--- src/verilog/adc_seq_pkg.sv ---
`default_nettype none
package adc_seq_pkg;

    // Register byte offsets
    localparam logic [7:0] OFF_CTRL0 = 8'h00;
    localparam logic [7:0] OFF_CTRL1 = 8'h04;
    localparam logic [7:0] OFF_CTRL2 = 8'h08;
    localparam logic [7:0] OFF_RESH = 8'h0c;
    localparam logic [7:0] OFF_RESL = 8'h10;
    localparam logic [7:0] OFF_STATUS = 8'h14;
    localparam logic [7:0] OFF_PORT = 8'h18;

    // Field positions
    localparam int CTRL0_EN = 0;
    localparam int CTRL0_GO = 1;
    localparam int CTRL0_CHAN_LSB = 2;
    localparam int CTRL2_CLK_LSB = 0;
    localparam int CTRL2_ACQ_LSB = 3;
    localparam int CTRL2_JUST = 7;
    localparam int STATUS_DONE = 0;

    // Values after reset
    localparam logic [2:0] ACQ_RST = 3'h0;
    localparam logic [2:0] CLK_RST = 3'h0;
    localparam logic [3:0] CHAN_RST = 4'h0;
    localparam logic [3:0] PCFG_RST_ANALOG = 4'h0;
    localparam logic [3:0] PCFG_RST_DIGITAL = 4'h7;
    localparam logic [15:0] RESULT_RST = 16'h0000;

    // Timing, in nanoseconds, conversion bit periods and clock cycles, and channel count
    localparam int CLK_PERIOD_NS = 20;
    localparam int INSTR_CYCLE_NS = 80;
    localparam int HOLDOFF_CYCLES =
        (INSTR_CYCLE_NS + CLK_PERIOD_NS - 1) / CLK_PERIOD_NS;
    localparam logic [3:0] CONV_LAST_IDX = 4'ha;
    localparam logic [4:0] WAIT_TADS = 5'h02;
    localparam int NUM_CHAN = 13;

    typedef enum {
        ST_OFF, ST_DISCHARGE, ST_SAMPLE, ST_ACQ, ST_HOLDOFF, ST_CONV, ST_WAIT
    } seq_state_t;

    typedef struct packed {
        logic justify;
        logic [2:0] acq;
        logic [2:0] clk;
    } conv_cfg_t;

    typedef struct packed {
        logic hold_connect;
        logic discharge;
        logic [3:0] chan;
        logic [9:0] dac_code;
    } analog_ctl_t;

endpackage : adc_seq_pkg
`default_nettype wire

--- src/verilog/adc_acquisition_sequencer.sv ---
// Operation
// RL1 - Software waits acquisition time after channel change
// RL2 - Hold capacitor disconnects when conversion begins
// RL3 - Nonzero acquisition field delays start automatically
// RL4 - Field 000 starts conversion without delay
// RL5 - Acquisition field resets to manual
// RL6 - Completion clears go, sets flag, resamples
// RL7 - Go stays set through acquisition and conversion
// RL8 - Conversion takes exactly eleven bit periods
// RL9 - Clock field picks divider or RC
// RL10 - Software picks RC below 1 MHz
// RL11 - Only RC clock runs during sleep
// RL12 - Manual start held off one instruction
// RL13 - Software keeps clock source during conversion
// RL14 - Software clears idle select before sleep
// RL15 - Analog pins read as zero
// RL16 - Selected pin converted regardless of direction
// RL17 - Fuse selects port configuration reset value
// RL18 - Clearing go aborts running conversion
// RL19 - Abort leaves result pair untouched
// RL20 - Two bit periods wait, then resample
// RL21 - Software never sets go with enable
// RL22 - Discharge precedes every sampling phase
// RL23 - Acquisition field encodes delay in periods
// RL24 - Justify bit selects result alignment
// RL25 - Reset disables converter, aborts conversion
// RL26 - Configuration resets 0000 or 0111 by fuse
// RL27 - Go ignored while converter disabled
// RL28 - RC clock events synchronised without loss
//
// Our own choices: the AHB-Lite interface to the registers and the placing of the registers.
`default_nettype none
module adc_acquisition_sequencer
    import adc_seq_pkg::*;
(
    // Clock and reset
    input wire logic ref_clk,
    input wire logic srst,
    // AHB-Lite slave
    input wire logic hsel,
    input wire logic [7:0] haddr,
    input wire logic [1:0] htrans,
    input wire logic hwrite,
    input wire logic [2:0] hsize,
    input wire logic [31:0] hwdata,
    input wire logic hready,
    output logic hreadyout,
    output logic hresp,
    output logic [31:0] hrdata,
    // Pins and analog front end
    input wire logic internal_rc_clock,
    input wire logic sleep_mode,
    input wire logic portb_analog_reset_fuse,
    input wire logic comp_high,
    input wire logic [12:0] pin_level,
    output analog_ctl_t ana
);

    ////////////////////////////////////////////////////////////////////
    // Helpers

    // Acquisition field to bit periods
    function automatic logic [4:0] acq_tads(input logic [2:0] sel);
        logic [4:0] t;
        t = 5'h00;
        unique case (sel)
            3'h0: t = 5'h00;
            3'h1: t = 5'h02;
            3'h2: t = 5'h04;
            3'h3: t = 5'h06;
            3'h4: t = 5'h08;
            3'h5: t = 5'h0c;
            3'h6: t = 5'h10;
            3'h7: t = 5'h14;
        endcase
        return t;
    endfunction : acq_tads

    // Clock field to oscillator periods per bit period
    function automatic logic [6:0] osc_div(input logic [2:0] sel);
        logic [6:0] d;
        d = 7'h02;
        unique case (sel)
            3'h0: d = 7'h02;
            3'h4: d = 7'h04;
            3'h1: d = 7'h08;
            3'h5: d = 7'h10;
            3'h2: d = 7'h20;
            3'h6: d = 7'h40;
            default: d = 7'h02;
        endcase
        return d;
    endfunction : osc_div

    // Port configuration to analog pin mask
    function automatic logic [12:0] analog_mask(input logic [3:0] pcfg);
        logic [12:0] m;
        m = 13'h1fff;
        if (pcfg > 4'h2)
            m = 13'h1fff >> (pcfg - 4'h2);
        return m;
    endfunction : analog_mask

    ////////////////////////////////////////////////////////////////////
    // Synchronisers

    logic rc_s1, rc_s2, rc_s3;
    logic slp_s1, slp_s2;
    logic fuse_s1, fuse_s2;
    logic [12:0] pin_s1, pin_s2;

    // Two flops on the RC clock, sleep, fuse and pin inputs, third for RC edge
    always_ff @(posedge ref_clk)
    begin
        {rc_s3, rc_s2, rc_s1} <= {rc_s2, rc_s1, internal_rc_clock}; // RL28
        {slp_s2, slp_s1} <= {slp_s1, sleep_mode};
        {fuse_s2, fuse_s1} <= {fuse_s1, portb_analog_reset_fuse};
        {pin_s2, pin_s1} <= {pin_s1, pin_level};
    end

    ////////////////////////////////////////////////////////////////////
    // Registers and bus

    logic enable, go, done_flag;
    logic [3:0] chan_sel, pcfg;
    conv_cfg_t cfg;
    logic [15:0] result_pair;
    logic wr_pend;
    logic [7:0] wr_addr;
    seq_state_t state, next_state;
    logic [4:0] cnt;
    logic [3:0] idx;
    logic [9:0] sar;
    logic [6:0] div_cnt;

    // Bus decode
    wire addr_phase = hsel && htrans[1] && hready;
    wire wr_ctrl0 = wr_pend && wr_addr == OFF_CTRL0;
    wire wr_ctrl1 = wr_pend && wr_addr == OFF_CTRL1;
    wire wr_ctrl2 = wr_pend && wr_addr == OFF_CTRL2;
    wire wr_resh = wr_pend && wr_addr == OFF_RESH;
    wire wr_resl = wr_pend && wr_addr == OFF_RESL;
    wire wr_stat = wr_pend && wr_addr == OFF_STATUS;
    wire [12:0] port_value = pin_s2 & ~analog_mask(pcfg); // RL15

    // Read mux
    wire [31:0] rd_mux =
        (haddr == OFF_CTRL0) ? {26'h0, chan_sel, go, enable} :
        (haddr == OFF_CTRL1) ? {28'h0, pcfg} :
        (haddr == OFF_CTRL2) ? {24'h0, cfg.justify, 1'b0, cfg.acq,
                                cfg.clk} :
        (haddr == OFF_RESH) ? {24'h0, result_pair[15:8]} :
        (haddr == OFF_RESL) ? {24'h0, result_pair[7:0]} :
        (haddr == OFF_STATUS) ? {31'h0, done_flag} :
        (haddr == OFF_PORT) ? {19'h0, port_value} : 32'h0;

    assign hreadyout = 1'b1;
    assign hresp = 1'b0;

    // Address phase capture, read data ready for data phase
    always_ff @(posedge ref_clk)
    begin
        if (srst)
        begin
            wr_pend <= 1'b0;
            wr_addr <= 8'h00;
            hrdata <= 32'h0;
        end
        else
        begin
            wr_pend <= addr_phase && hwrite;
            wr_addr <= haddr;
            if (addr_phase && !hwrite)
                hrdata <= rd_mux;
        end
    end

    ////////////////////////////////////////////////////////////////////
    // Conversion clock

    wire rc_sel = cfg.clk[1:0] == 2'b11;
    wire [6:0] div_last = osc_div(cfg.clk) - 7'h01;
    wire osc_tick = !slp_s2 && div_cnt >= div_last;
    wire rc_tick = rc_s2 && !rc_s3;
    wire tad_tick = rc_sel ? rc_tick : osc_tick; // RL9 RL11

    // Divider halts in sleep, realigns on each phase change
    always_ff @(posedge ref_clk)
    begin
        if (srst || osc_tick || state != next_state)
            div_cnt <= 7'h00;
        else if (!slp_s2)
            div_cnt <= div_cnt + 7'h01;
    end

    ////////////////////////////////////////////////////////////////////
    // Control flags

    wire busy = state == ST_ACQ || state == ST_HOLDOFF || state == ST_CONV;
    wire sw_go_set = wr_ctrl0 && hwdata[CTRL0_GO] && enable; // RL27 RL21
    wire sw_go_clr = wr_ctrl0 &&
        (!hwdata[CTRL0_GO] || !hwdata[CTRL0_EN]);
    wire done_evt = state == ST_CONV && go && tad_tick &&
        idx == CONV_LAST_IDX;
    wire [3:0] bitpos = 4'ha - idx;
    wire [9:0] trial = 10'h001 << bitpos;
    // Comparator follows our registered trial code; a two-flop delay
    // would leave it stale at the fastest bit period
    wire [9:0] sar_next = (comp_high ? sar : sar & ~trial) | (trial >> 1);
    wire [15:0] formatted = cfg.justify ? {6'h00, sar_next} : // RL24
        {sar_next, 6'h00};

    // Control registers, go set wins over clear
    always_ff @(posedge ref_clk)
    begin
        if (srst) // RL25
        begin
            enable <= 1'b0;
            go <= 1'b0;
            chan_sel <= CHAN_RST;
            cfg <= {1'b0, ACQ_RST, CLK_RST}; // RL5
            pcfg <= fuse_s2 ? PCFG_RST_ANALOG : PCFG_RST_DIGITAL; // RL17 RL26
        end
        else
        begin
            if (wr_ctrl0)
            begin
                enable <= hwdata[CTRL0_EN];
                chan_sel <= hwdata[CTRL0_CHAN_LSB +: 4];
            end
            if (sw_go_set)
                go <= 1'b1; // RL7
            else if (done_evt || sw_go_clr) // RL6 RL18
                go <= 1'b0;
            if (wr_ctrl1)
                pcfg <= hwdata[3:0];
            if (wr_ctrl2)
                cfg <= {hwdata[CTRL2_JUST], hwdata[CTRL2_ACQ_LSB +: 3],
                        hwdata[CTRL2_CLK_LSB +: 3]};
        end
    end

    // Done flag and result pair; hardware wins over software
    always_ff @(posedge ref_clk)
    begin
        if (srst)
        begin
            done_flag <= 1'b0;
            result_pair <= RESULT_RST;
        end
        else
        begin
            if (done_evt)
                done_flag <= 1'b1; // RL6
            else if (wr_stat && hwdata[STATUS_DONE])
                done_flag <= 1'b0;
            if (done_evt)
                result_pair <= formatted;
            else if (wr_resh) // RL19
                result_pair[15:8] <= hwdata[7:0];
            else if (wr_resl)
                result_pair[7:0] <= hwdata[7:0];
        end
    end

    ////////////////////////////////////////////////////////////////////
    // Sequencer

    // Next phase
    always_comb
    begin
        next_state = state;
        unique case (state)
            ST_OFF: if (enable) next_state = ST_DISCHARGE;
            ST_DISCHARGE: if (tad_tick) next_state = ST_SAMPLE; // RL22
            ST_SAMPLE:
                if (go)
                    next_state = (cfg.acq == 3'h0) ? ST_HOLDOFF // RL4 RL12
                        : ST_ACQ; // RL3
            ST_ACQ:
                if (!go) next_state = ST_WAIT;
                else if (tad_tick && cnt == 5'h01) next_state = ST_CONV;
            ST_HOLDOFF:
                if (!go) next_state = ST_WAIT;
                else if (cnt == 5'h00) next_state = ST_CONV;
            ST_CONV:
                if (!go || done_evt) next_state = ST_WAIT; // RL18
            ST_WAIT:
                if (tad_tick && cnt == 5'h01)
                    next_state = ST_DISCHARGE; // RL20
        endcase
        if (!enable)
            next_state = ST_OFF; // RL27
    end

    // Phase counters and successive approximation
    always_ff @(posedge ref_clk)
    begin
        if (srst)
        begin
            state <= ST_OFF;
            cnt <= 5'h00;
            idx <= 4'h0;
            sar <= 10'h200;
        end
        else
        begin
            state <= next_state;
            if (state != next_state)
                unique case (next_state)
                    ST_ACQ: cnt <= acq_tads(cfg.acq); // RL23
                    ST_HOLDOFF: cnt <= 5'(HOLDOFF_CYCLES - 1);
                    ST_WAIT: cnt <= WAIT_TADS;
                    default: cnt <= 5'h00;
                endcase
            else if (state == ST_HOLDOFF || tad_tick)
                cnt <= cnt - 5'h01;
            if (next_state == ST_CONV && state != ST_CONV)
            begin
                idx <= 4'h0;
                sar <= 10'h200;
            end
            else if (state == ST_CONV && tad_tick) // RL8
            begin
                idx <= idx + 4'h1;
                if (idx != 4'h0)
                    sar <= sar_next;
            end
        end
    end

    // Analog controls follow the phase; channel ignores pin direction
    always_ff @(posedge ref_clk)
    begin
        if (srst)
            ana <= '0;
        else
        begin
            ana.hold_connect <= next_state == ST_SAMPLE ||
                next_state == ST_ACQ; // RL2
            ana.discharge <= next_state == ST_DISCHARGE; // RL22
            ana.chan <= chan_sel; // RL16
            ana.dac_code <= (state == ST_CONV && tad_tick && idx != 4'h0)
                ? sar_next : sar;
        end
    end

    ////////////////////////////////////////////////////////////////////
    // Checks

    logic [3:0] conv_ticks;

    // Bit periods seen in the current conversion
    always_ff @(posedge ref_clk)
    begin
        if (srst || state != ST_CONV)
            conv_ticks <= 4'h0;
        else if (tad_tick)
            conv_ticks <= conv_ticks + 4'h1;
    end

    hold_open_a: assert property ( // RL2
        @(posedge ref_clk) disable iff (srst)
        (state == ST_CONV && $past(state) == ST_CONV) |-> !ana.hold_connect)
        else $error("hold capacitor connected during conversion");

    go_busy_a: assert property ( // RL7
        @(posedge ref_clk) disable iff (srst)
        (busy && $past(busy) && $past(go) && !$past(sw_go_clr)) |-> go)
        else $error("go dropped while busy");

    manual_start_a: assert property ( // RL12
        @(posedge ref_clk) disable iff (srst)
        (state == ST_SAMPLE && go && enable && cfg.acq == 3'h0)
        |=> state == ST_HOLDOFF)
        else $error("manual start skipped holdoff");

    acq_reset_a: assert property ( // RL5
        @(posedge ref_clk) disable iff (srst)
        $past(srst) |-> (cfg.acq == 3'h0 && !enable && !go))
        else $error("control fields not reset");

    done_seq_a: assert property ( // RL6
        @(posedge ref_clk) disable iff (srst)
        done_evt |=> (done_flag && state != ST_CONV) ##[1:400]
        state == ST_SAMPLE || state == ST_OFF || !enable)
        else $error("completion sequence wrong");

    conv_len_a: assert property ( // RL8
        @(posedge ref_clk) disable iff (srst)
        done_evt |-> conv_ticks == 4'ha)
        else $error("conversion not eleven bit periods");

    port_zero_a: assert property ( // RL15
        @(posedge ref_clk) disable iff (srst)
        (addr_phase && !hwrite && haddr == OFF_PORT && pcfg == 4'h0)
        |=> hrdata == 32'h0)
        else $error("analog pin reads nonzero");

    abort_keep_a: assert property ( // RL19
        @(posedge ref_clk) disable iff (srst)
        (state == ST_CONV && !go && !wr_resh && !wr_resl)
        |=> $stable(result_pair))
        else $error("abort changed result");

    sleep_stop_a: assert property ( // RL11
        @(posedge ref_clk) disable iff (srst)
        (slp_s2 && !rc_sel && state == ST_CONV) |=> $stable(idx))
        else $error("divider ticked in sleep");

    discharge_first_a: assert property ( // RL22
        @(posedge ref_clk) disable iff (srst)
        (state == ST_SAMPLE && $past(state) != ST_SAMPLE)
        |-> $past(state) == ST_DISCHARGE)
        else $error("sampling without discharge");

    disabled_idle_a: assert property ( // RL27
        @(posedge ref_clk) disable iff (srst)
        !enable |=> state == ST_OFF)
        else $error("sequencer active while disabled");

endmodule : adc_acquisition_sequencer
`default_nettype wire

--- config.mk ---
export PLATFORM = sky130hd
export DESIGN_NAME = adc_acquisition_sequencer
export DESIGN_NICKNAME = d
export VERILOG_FILES = /design/src/verilog/adc_seq_pkg.sv /design/src/verilog/adc_acquisition_sequencer.sv
export SDC_FILE = /design/constraint.sdc
export NUM_CORES = 1
export LEC_CHECK = 0
export BUFFER_PORTS_ARGS = -buffer_cell sky130_fd_sc_hd__buf_2
export CAP_MARGIN = 15
export CORE_MARGIN = 8
export CORE_UTILIZATION = 50
export DETAILED_ROUTE_END_ITERATION = 10
export PLACE_DENSITY = 0.72
export SLEW_MARGIN = 20
export SYNTH_ARGS = -nofsm -noshare
export SYNTH_HDL_FRONTEND = slang
export SYNTH_SLANG_ARGS = --single-unit
export TNS_END_PERCENT = 50
--- constraint.sdc ---
create_clock -name ref_clk -period 4.3 [get_ports ref_clk]
set_input_delay 0.43 -clock ref_clk [delete_from_list [all_inputs] [get_ports ref_clk]]
set_output_delay 0.43 -clock ref_clk [all_outputs]
set_load 0.01 [all_outputs]
==> results of run 1 <==
==> cells in the final DEF, fill, tap and decap left out, types with 6 or more instances in the layout <==
| cell type | n |
|---|---|
| a211oi_1 | 17 |
| a21oi_1 | 49 |
| a22o_1 | 8 |
| a22oi_1 | 6 |
| buf_2 | 67 |
| clkbuf_16 | 17 |
| conb_1 | 51 |
| dfxtp_1 | 163 |
| ha_1 | 18 |
| inv_1 | 19 |
| mux2i_1 | 37 |
| nand2_1 | 44 |
| nand2b_1 | 10 |
| nand3_1 | 12 |
| nand4_1 | 6 |
| nor2_1 | 85 |
| nor2_2 | 7 |
| nor2b_1 | 30 |
| nor3_1 | 27 |
| nor4_1 | 10 |
| o211ai_1 | 7 |
| o21ai_0 | 19 |
| o21ai_1 | 6 |
| xnor2_1 | 8 |
| xor2_1 | 7 |
==> layer usage <==
layer	vias up	GRT usage	part of all wire
met1	2583	0.220	0.46
met2	182	0.273	0.46
li1	2723	-	-
met3	24	0.0497	0.067
met4	0	0.0680	0.017
met5	-	0	0
==> registers in the layout, indices dropped and copies added (netlist names), 4 cells and up, named ones only <==
name	cells
hrdata	13
pcfg	4
wr_addr	8
pin_s1	13
cnt	5
idx	4
cfg	7
chan_sel	4
pin_s2	13
sar	10
state	32
div_cnt	7
ana	16
result_pair	16
==> kinds of logic after synthesis <==
logic type               Yosys count
multiplexers                      40
XOR/XNOR                          15
flip-flops                       167
buffers and inverters             77
AND/OR/NAND/NOR                  268
adder cells (fa/ha/maj)           18
other                              2
AO/OA/AOI/OAI                    155
==> critical path, cell delays in order (launching register included) <==
cell and delay, ns:
dfxtp_1 0.45, nor2b_1 0.29, inv_1 0.08, ha_1 0.29, a21oi_1 0.24, o211ai_1 0.18
o21ai_1 0.41, nand2b_1 0.17, a21oi_1 0.07, a221oi_2 0.46, nor3b_2 0.10, buf_4 0.21
or4_1 0.49
==> layout make-up <==
cell class | count | area, um2 | share of cell area
well taps | 180 | 225 | 0.0281
clock inverters | 13 | 113 | 0.0140
flip-flops and latches | 167 | 3380 | 0.422
clock buffers | 19 | 443 | 0.0552
repair buffers | 72 | 373 | 0.0465
multi-input cells | 547 | 3420 | 0.426
inverters | 19 | 71.3 | 0.00889
==> where the power goes <==
| part | switching, W | internal (W) |
|---|---|---|
| clock network | 0.000642 | 0.000771 |
| logic | 0.0000753 | 0.0000368 |
| registers | 0.0000161 | 0.00159 |
==> through the flow <==
step	std cells	setup slack, ns	hold slack, ns
after floorplan	791	1.38	0.310
final	1017	0.748	0.0952
after global routing	1017	0.475	0.0824
after global placement	985	0.847	0.314
after detailed placement	985	0.750	0.312
after CTS	1017	0.747	0.0888
==> final timing paths <==
check                   end    startpoint  depth (start not counted)  slack [ns]
hold reg to reg     fuse_s2       fuse_s1                          0        0.32
setup / recovery     sar[9]        cfg[1]                         12        0.75
hold / removal    pin_s1[6]  pin_level[6]                          1         0.1
setup reg to reg     sar[9]        cfg[1]                         12        0.75
==> cell usage after synthesis (6+ instances only) <==
cell type / count / area [um2]
nor3_1: 27 / 135
a22oi_1: 6 / 45.0
o211ai_1: 7 / 52.6
nand3_1: 12 / 60.1
o21ai_0: 19 / 95.1
buf_1: 6 / 22.5
a211oi_1: 17 / 128
xnor2_1: 8 / 70.1
nor2_1: 85 / 319
a21oi_1: 49 / 245
clkbuf_1: 23 / 86.3
nand4_1: 6 / 37.5
o21ai_1: 6 / 30.0
xor2_1: 7 / 61.3
ha_1: 18 / 225
buf_2: 7 / 35.0
a22o_1: 8 / 70.1
nor4_1: 10 / 62.6
nand2b_1: 10 / 62.6
mux2i_1: 37 / 370
buf_4: 21 / 158
nor2b_1: 30 / 188
inv_1: 19 / 71.3
nor2_2: 7 / 43.8
nand2_1: 44 / 165
dfxtp_1: 163 / 3260
==> key figures, run 1 <==
GRT
  – Largest net degree at the start of global routing: between 50 and 60
  – Vias in the first global route: 5194
  – Grt ovf: 0
  – First-pass GRT wire length: ~25 mm
  – Initial antenna violation count: 0
  – Global-route total usage across every layer: 0.174

STA
  – Final setup viols: 0
  – Setup TNS Final: 0 ns
  – Skew final: about 0.011 ns
  – Slew at the pin closest to its max-slew limit: a little over 1 ns
  – Fmax: between 200 and 300 MHz
  – Final min period: ~3.6 ns
  – Count of pins over their slew limit: 0
  – RSZ-0062 raised after global routing: no
  – Final worst-path cycle share: 0.826
  – Final Hold Viols: 0
  – Max-slew headroom: 0.321

Drt
  – Wirelength per Cell: around 15 um
  – Routed WL: between 15 and 20 mm
  – Routed vias: 5512
  – Drt via density: 5.42
  – Initial drt markers: approximately 400
  – # DRC: 0
  – Routed Antenna Nets: 0
  – Pre-antenna DRT Iters: 5

Clock tree
  – CTS hold repair buffers: 0
  – # Post-CTS Setup Buffers: 0
  – Clock Sinks: 167
  – Root buffer cell: clkbuf_16
  – Resize count post-CTS: 0
  – Total CTS buffers: 17
  – CTS tree: done
  – CTS clk-pin slew, worst paths: about 0.070 ns
  – H-tree depth: 4
  – CTS Buffer Depth: 2
  – Clock Latency Late Sink: 0.43 ns

Cells and area
  – Area growth syn-to-layout: 14.6%
  – Final core utilization: 0.583
  – Filler cell count: between 1000 and 1500
  – N_diodes: 0
  – Layout cell share with drive strength beyond 1: 0.155
  – Finished Cell Area: approximately 8000 um2
  – NumNets Final: ~910

Synth
  – Fraction of the mapped netlist area in adder cells: 0.0322
  – Synth Warn #: 0
  – Synthesized instance count: around 740
  – Most common flop cell mapped by yosys: dfxtp_1
  – Xor/xnor cell area share of the yosys netlist: 0.0188
  – Mux share of post-synthesis cell area: 0.0577
  – Post-synth EDFFs: 4
  – Library cells used by synthesis: 73
  – Syn avg cell area: approximately 9.4 um2
  – Sequential share of the synthesized area: 0.483
  – Largest family of logic cells by synthesized area: simple AND/OR/NAND/NOR gates
  – Async SR Flop Fraction: 0
  – Post-synthesis compound-gate area fraction: 0.152
  – #FFs+latches synth: roughly 170
  – Post-Synth Simple-Gate Area: 0.200
  – Synthesized cell area: 7000 um2

Placed design
  – Gpl congestion: 0.960
  – Buffers on Ports: 67
  – Placed inst area: 7470 um2
  – HPWL after DPL: around 11 mm

Critical path
  – CP required: approximately 4.6 ns
  – Setup Crit Path Kind: flop to flop
  – Worst setup SP type: flop
  – Worst setup EP type: flop
  – Data arrival, critical path: between 3 and 4 ns
  – Critical Path Fanout Max: 14

Power
  – Pwr per Cell Area: between 300 and 400 nW/um2
  – Static leakage: 3.21 nW
  – Design Power: around 0.0031 W
  – Peak VDD IR: ~0.26 mV

Run status
  – Status: finished, final reports clean

Floorplanning
  – Die ar.: 18000 um2
  – Die height: 134 um
  – Standard-cell row count: 43
  – I/O pin total: roughly 120
  – Starting Density: 0.508
  – CORE AREA: about 14000 um2
  – Chip Width: approximately 130 um

Worst hold path
  – Min-Delay Path Class: input pin to flop

Job
  – Max capacitance violation total: 0
(Power assumes the default switching activity.)
==> inputs of run 2 (changes only) <==
--- a/config.mk
+++ b/config.mk
@@ -10,7 +10,7 @@
 export CORE_MARGIN = 8
 export CORE_UTILIZATION = 50
 export DETAILED_ROUTE_END_ITERATION = 10
-export PLACE_DENSITY = 0.72
+export PLACE_DENSITY = 0.75
 export SLEW_MARGIN = 20
 export SYNTH_ARGS = -nofsm -noshare
 export SYNTH_HDL_FRONTEND = slang
==> constraint.sdc (replaced) <==
create_clock -name ref_clk -period 2.9 [get_ports ref_clk]
set_input_delay 0.29 -clock ref_clk [delete_from_list [all_inputs] [get_ports ref_clk]]
set_output_delay 0.29 -clock ref_clk [all_outputs]
set_load 0.01 [all_outputs]
==> run 2 against run 1 <==
  * The run now ends with negative setup slack left
  * Wire length up 5.6%
  * Maximum frequency up 17%
  * Clock power rose by 59%
  * Sequential power up 48%
  * Flip-flop and latch count unchanged
  * Critical path depth is 1 higher
  * Register-to-register slack got worse by 0.88 ns
  * Via count increased by 4.2%
  * Core utilization up 4.5 points
  * Critical endpoint is now cnt[3]
==> key figures, run 2 (same netlist as run 1, synthesis figures left out) <==
Run status
  – Status: finished, violations left (was finished, final reports clean)
  – Failing checks: negative setup slack

Worst hold path
  – Hold endpoint: wr_addr[7] (was pin_s1[6])
  – Hold path start: haddr[7] (was pin_level[6])
  – Min-Delay Path Class: input pin to flop (unchanged)
  – Hold Path Stages: 2 (was 1)

Cells and area
  – Layout cell share with drive strength beyond 1: 0.211 (was 0.155)
  – Area growth syn-to-layout: 23.6% (was 14.6%)
  – N_diodes: 0 (unchanged)
  – Largest regs: state (32), ana (16), result_pair (16) (unchanged)
  – Most flops, register: state (unchanged)
  – Multi-input logic area: 3560 um2 (was 3420 um2)
  – Most frequent cells in the layout: dfxtp_1, nor2_1, buf_2 (unchanged)
  – Final core utilization: 0.628 (was 0.583)
  – Max reg flops: 32 (unchanged)
  – NumNets Final: 958 (was 909)
  – FF/Latch Area: 3390 um2 (was 3380 um2)
  – Filler cell count: 1134 (was 1205)
  – Leading cell type in the layout, fill and taps excluded: dfxtp_1 (unchanged)

Critical path
  – Worst setup EP type: flop (unchanged)
  – Slowest cell on crit path: or3_4 (was or4_1)
  – CP required: 3.22 ns (was 4.60 ns)
  – Setup Crit Path Kind: flop to flop (unchanged)
  – Data arrival, critical path: 3.36 ns (was 3.86 ns)
  – Reg2reg setup slack: -0.13 ns (was 0.75 ns)
  – Slowest Stage Delay on Critical Path: 0.38 ns (was 0.49 ns)
  – Worst path top cell family by delay: compound AO/OA/AOI/OAI gates (unchanged)
  – Worst reg2reg endpoint: cnt[3] (was sar[9])
  – Origin of the critical flop-to-flop path: cfg[0] (was cfg[1])
  – Reg2Reg Depth: 13 (was 12)
  – Critical Path Fanout Max: 7 (was 14)
  – WP buf/inv: 3 (was 2)
  – Worst setup SP type: flop (unchanged)
  – Cells along the critical path: or3_4 > nand2_4 > ha_4 > a211oi_4 > nor4_4 > buf_6 > o211ai_1 > o221ai_1 > a221oi_2 > o211ai_4 > buf_4 > buf_2 > a41o_1 (was nor2b_1 > inv_1 > ha_1 > a21oi_1 > o211ai_1 > o21ai_1 > nand2b_1 > a21oi_1 > a221oi_2 > nor3b_2 > buf_4 > or4_1)

STA
  – Final hold slack: 0.0931 ns (was 0.0952 ns)
  – Slew at the pin closest to its max-slew limit: 1.06 ns (was 1.01 ns)
  – Final setup viols: 11 (was 0)
  – Final worst-path cycle share: 1.05 (was 0.826)
  – Count of pins over their slew limit: 0 (unchanged)
  – Final Hold Viols: 0 (unchanged)
  – Fmax: 330 MHz (was 282 MHz)
  – Final worst slack: -0.134 ns (was 0.748 ns)
  – RSZ-0062 raised after global routing: yes (was no)
  – Skew final: 0.0125 ns (was 0.0106 ns)
  – Final min period: 3.03 ns (was 3.55 ns)
  – Max-slew headroom: 0.294 (was 0.321)

GRT
  – Largest net degree at the start of global routing: 103 (was 52)
  – Initial antenna violation count: 1 (was 0)
  – First-pass GRT wire length: 26.3 mm (was 25.3 mm)
  – Vias in the first global route: 5444 (was 5194)
  – Global-route total usage across every layer: 0.181 (was 0.174)
  – Grt ovf: 0 (unchanged)

Clock tree
  – Clock Sinks: 167 (unchanged)
  – CTS Buffer Depth: 2 (unchanged)
  – Total CTS buffers: 17 (unchanged)
  – CTS clk-pin slew, worst paths: 0.07 ns (about the same)
  – CTS tree: done (unchanged)
  – Clock Latency Late Sink: 0.43 ns (about the same)
  – Root buffer cell: clkbuf_16 (unchanged)
  – H-tree depth: 4 (unchanged)

Drt
  – # DRC: 0 (unchanged)
  – Pre-antenna DRT Iters: 5 (unchanged)
  – Drt via density: 5.39 (was 5.42)
  – Initial drt markers: 566 (was 403)
  – Routed vias: 5745 (was 5512)
  – Routed WL: 16.5 mm (was 15.6 mm)
  – Wirelength per Cell: 15.5 um (was 15.4 um)
  – Routed Antenna Nets: 0 (unchanged)

Placed design
  – Pre-CTS setup slack: -0.105 ns (was 0.750 ns)
  – HPWL after DPL: 11.1 mm (was 11.4 mm)
  – Gpl congestion: 0.883 (was 0.960)
  – Buffers on Ports: 67 (unchanged)

Floorplanning
  – Die height: 134 um (unchanged)
  – Die ar.: 18000 um2 (unchanged)
  – I/O pin total: 117 (unchanged)
  – Starting Density: 0.508 (unchanged)
  – Chip Width: 134 um (unchanged)
  – Standard-cell row count: 43 (unchanged)
  – CORE AREA: 13800 um2 (unchanged)

Power
  – Pwr per Cell Area: 556 nW/um2 (was 391 nW/um2)
  – Peak VDD IR: 0.516 mV (was 0.258 mV)
  – Static leakage: 3.48 nW (was 3.21 nW)

Job
  – Max capacitance violation total: 0 (unchanged)
-- run 2: how the worst max path moves through the flow --
stage / slack (ns) / start / cells past startpoint / endpoint
floorplan: 0.02 / cfg[0] / 12 / div_cnt[1]
global placement: -0.06 / cfg[0] / 11 / div_cnt[6]
detailed placement: -0.10 / cfg[0] / 11 / div_cnt[4]
CTS: -0.01 / cfg[0] / 12 / cnt[2]
global route: -0.24 / cfg[0] / 13 / cnt[3]
finish: -0.13 / cfg[0] / 13 / cnt[3]
-- run 2: where the power goes --
group / internal (W) / switching [W]
clock network: 0.00120 / 0.00104
registers: 0.00236 / 0.0000241
logic: 0.0000679 / 0.000117
total: 0.00363 / 0.00118
-- run 2: timing repair --
item	CTS	global route
pin swaps	13	7
endpoints found under the hold margin	16	0
gates resized for setup	19	18
hold buffers	16	0
gates cloned	1	1
endpoints found under the setup margin	26	39
setup buffers	1	4
-- run 2: through the flow --
stage / cells / instance area (um2) / TNS, ns / total power, W
6_report: 1066 / 8650 / -1.16 / 0.00481
5_1_grt: 1066 / 8650 / -2.65 / 0.00496
4_1_cts: 1061 / 8540 / -0.0445 / 0.00486
3_5_place_dp: 1011 / 7670 / -0.918 / 0.00260
3_3_place_gp: 1011 / 7670 / -0.567 / 0.00260
2_1_floorplan: 791 / 7190 / 0 / 0.00255
-- run 2: area by class of cell --
type                       count  share of cell area
clock buffer                  18              0.0521
multi-input combinational    547               0.412
inverter                      19             0.00825
sequential                   167               0.391
tap                          180              0.0260
timing repair buffer         121              0.0924
clock inverter                14              0.0178
-- run 2: worst register-to-register path: stages (launching register included) --
cell and delay (ns):
dfxtp_2 0.35, or3_4 0.38, nand2_4 0.07, ha_4 0.20, a211oi_4 0.24, nor4_4 0.08
buf_6 0.15, o211ai_1 0.27, o221ai_1 0.17, a221oi_2 0.37, o211ai_4 0.14, buf_4 0.16
buf_2 0.15, a41o_1 0.21
-- run 2: metal layers --
| metal | GRT usage | routed length [um] | up-vias |
|---|---|---|---|
| met2 | 0.281 | 7580 | 225 |
| met1 | 0.232 | 7190 | 2654 |
| met3 | 0.0471 | 1400 | 39 |
| met5 | 0 | 12 | - |
| li1 | - | - | 2825 |
| met4 | 0.0817 | 336 | 2 |
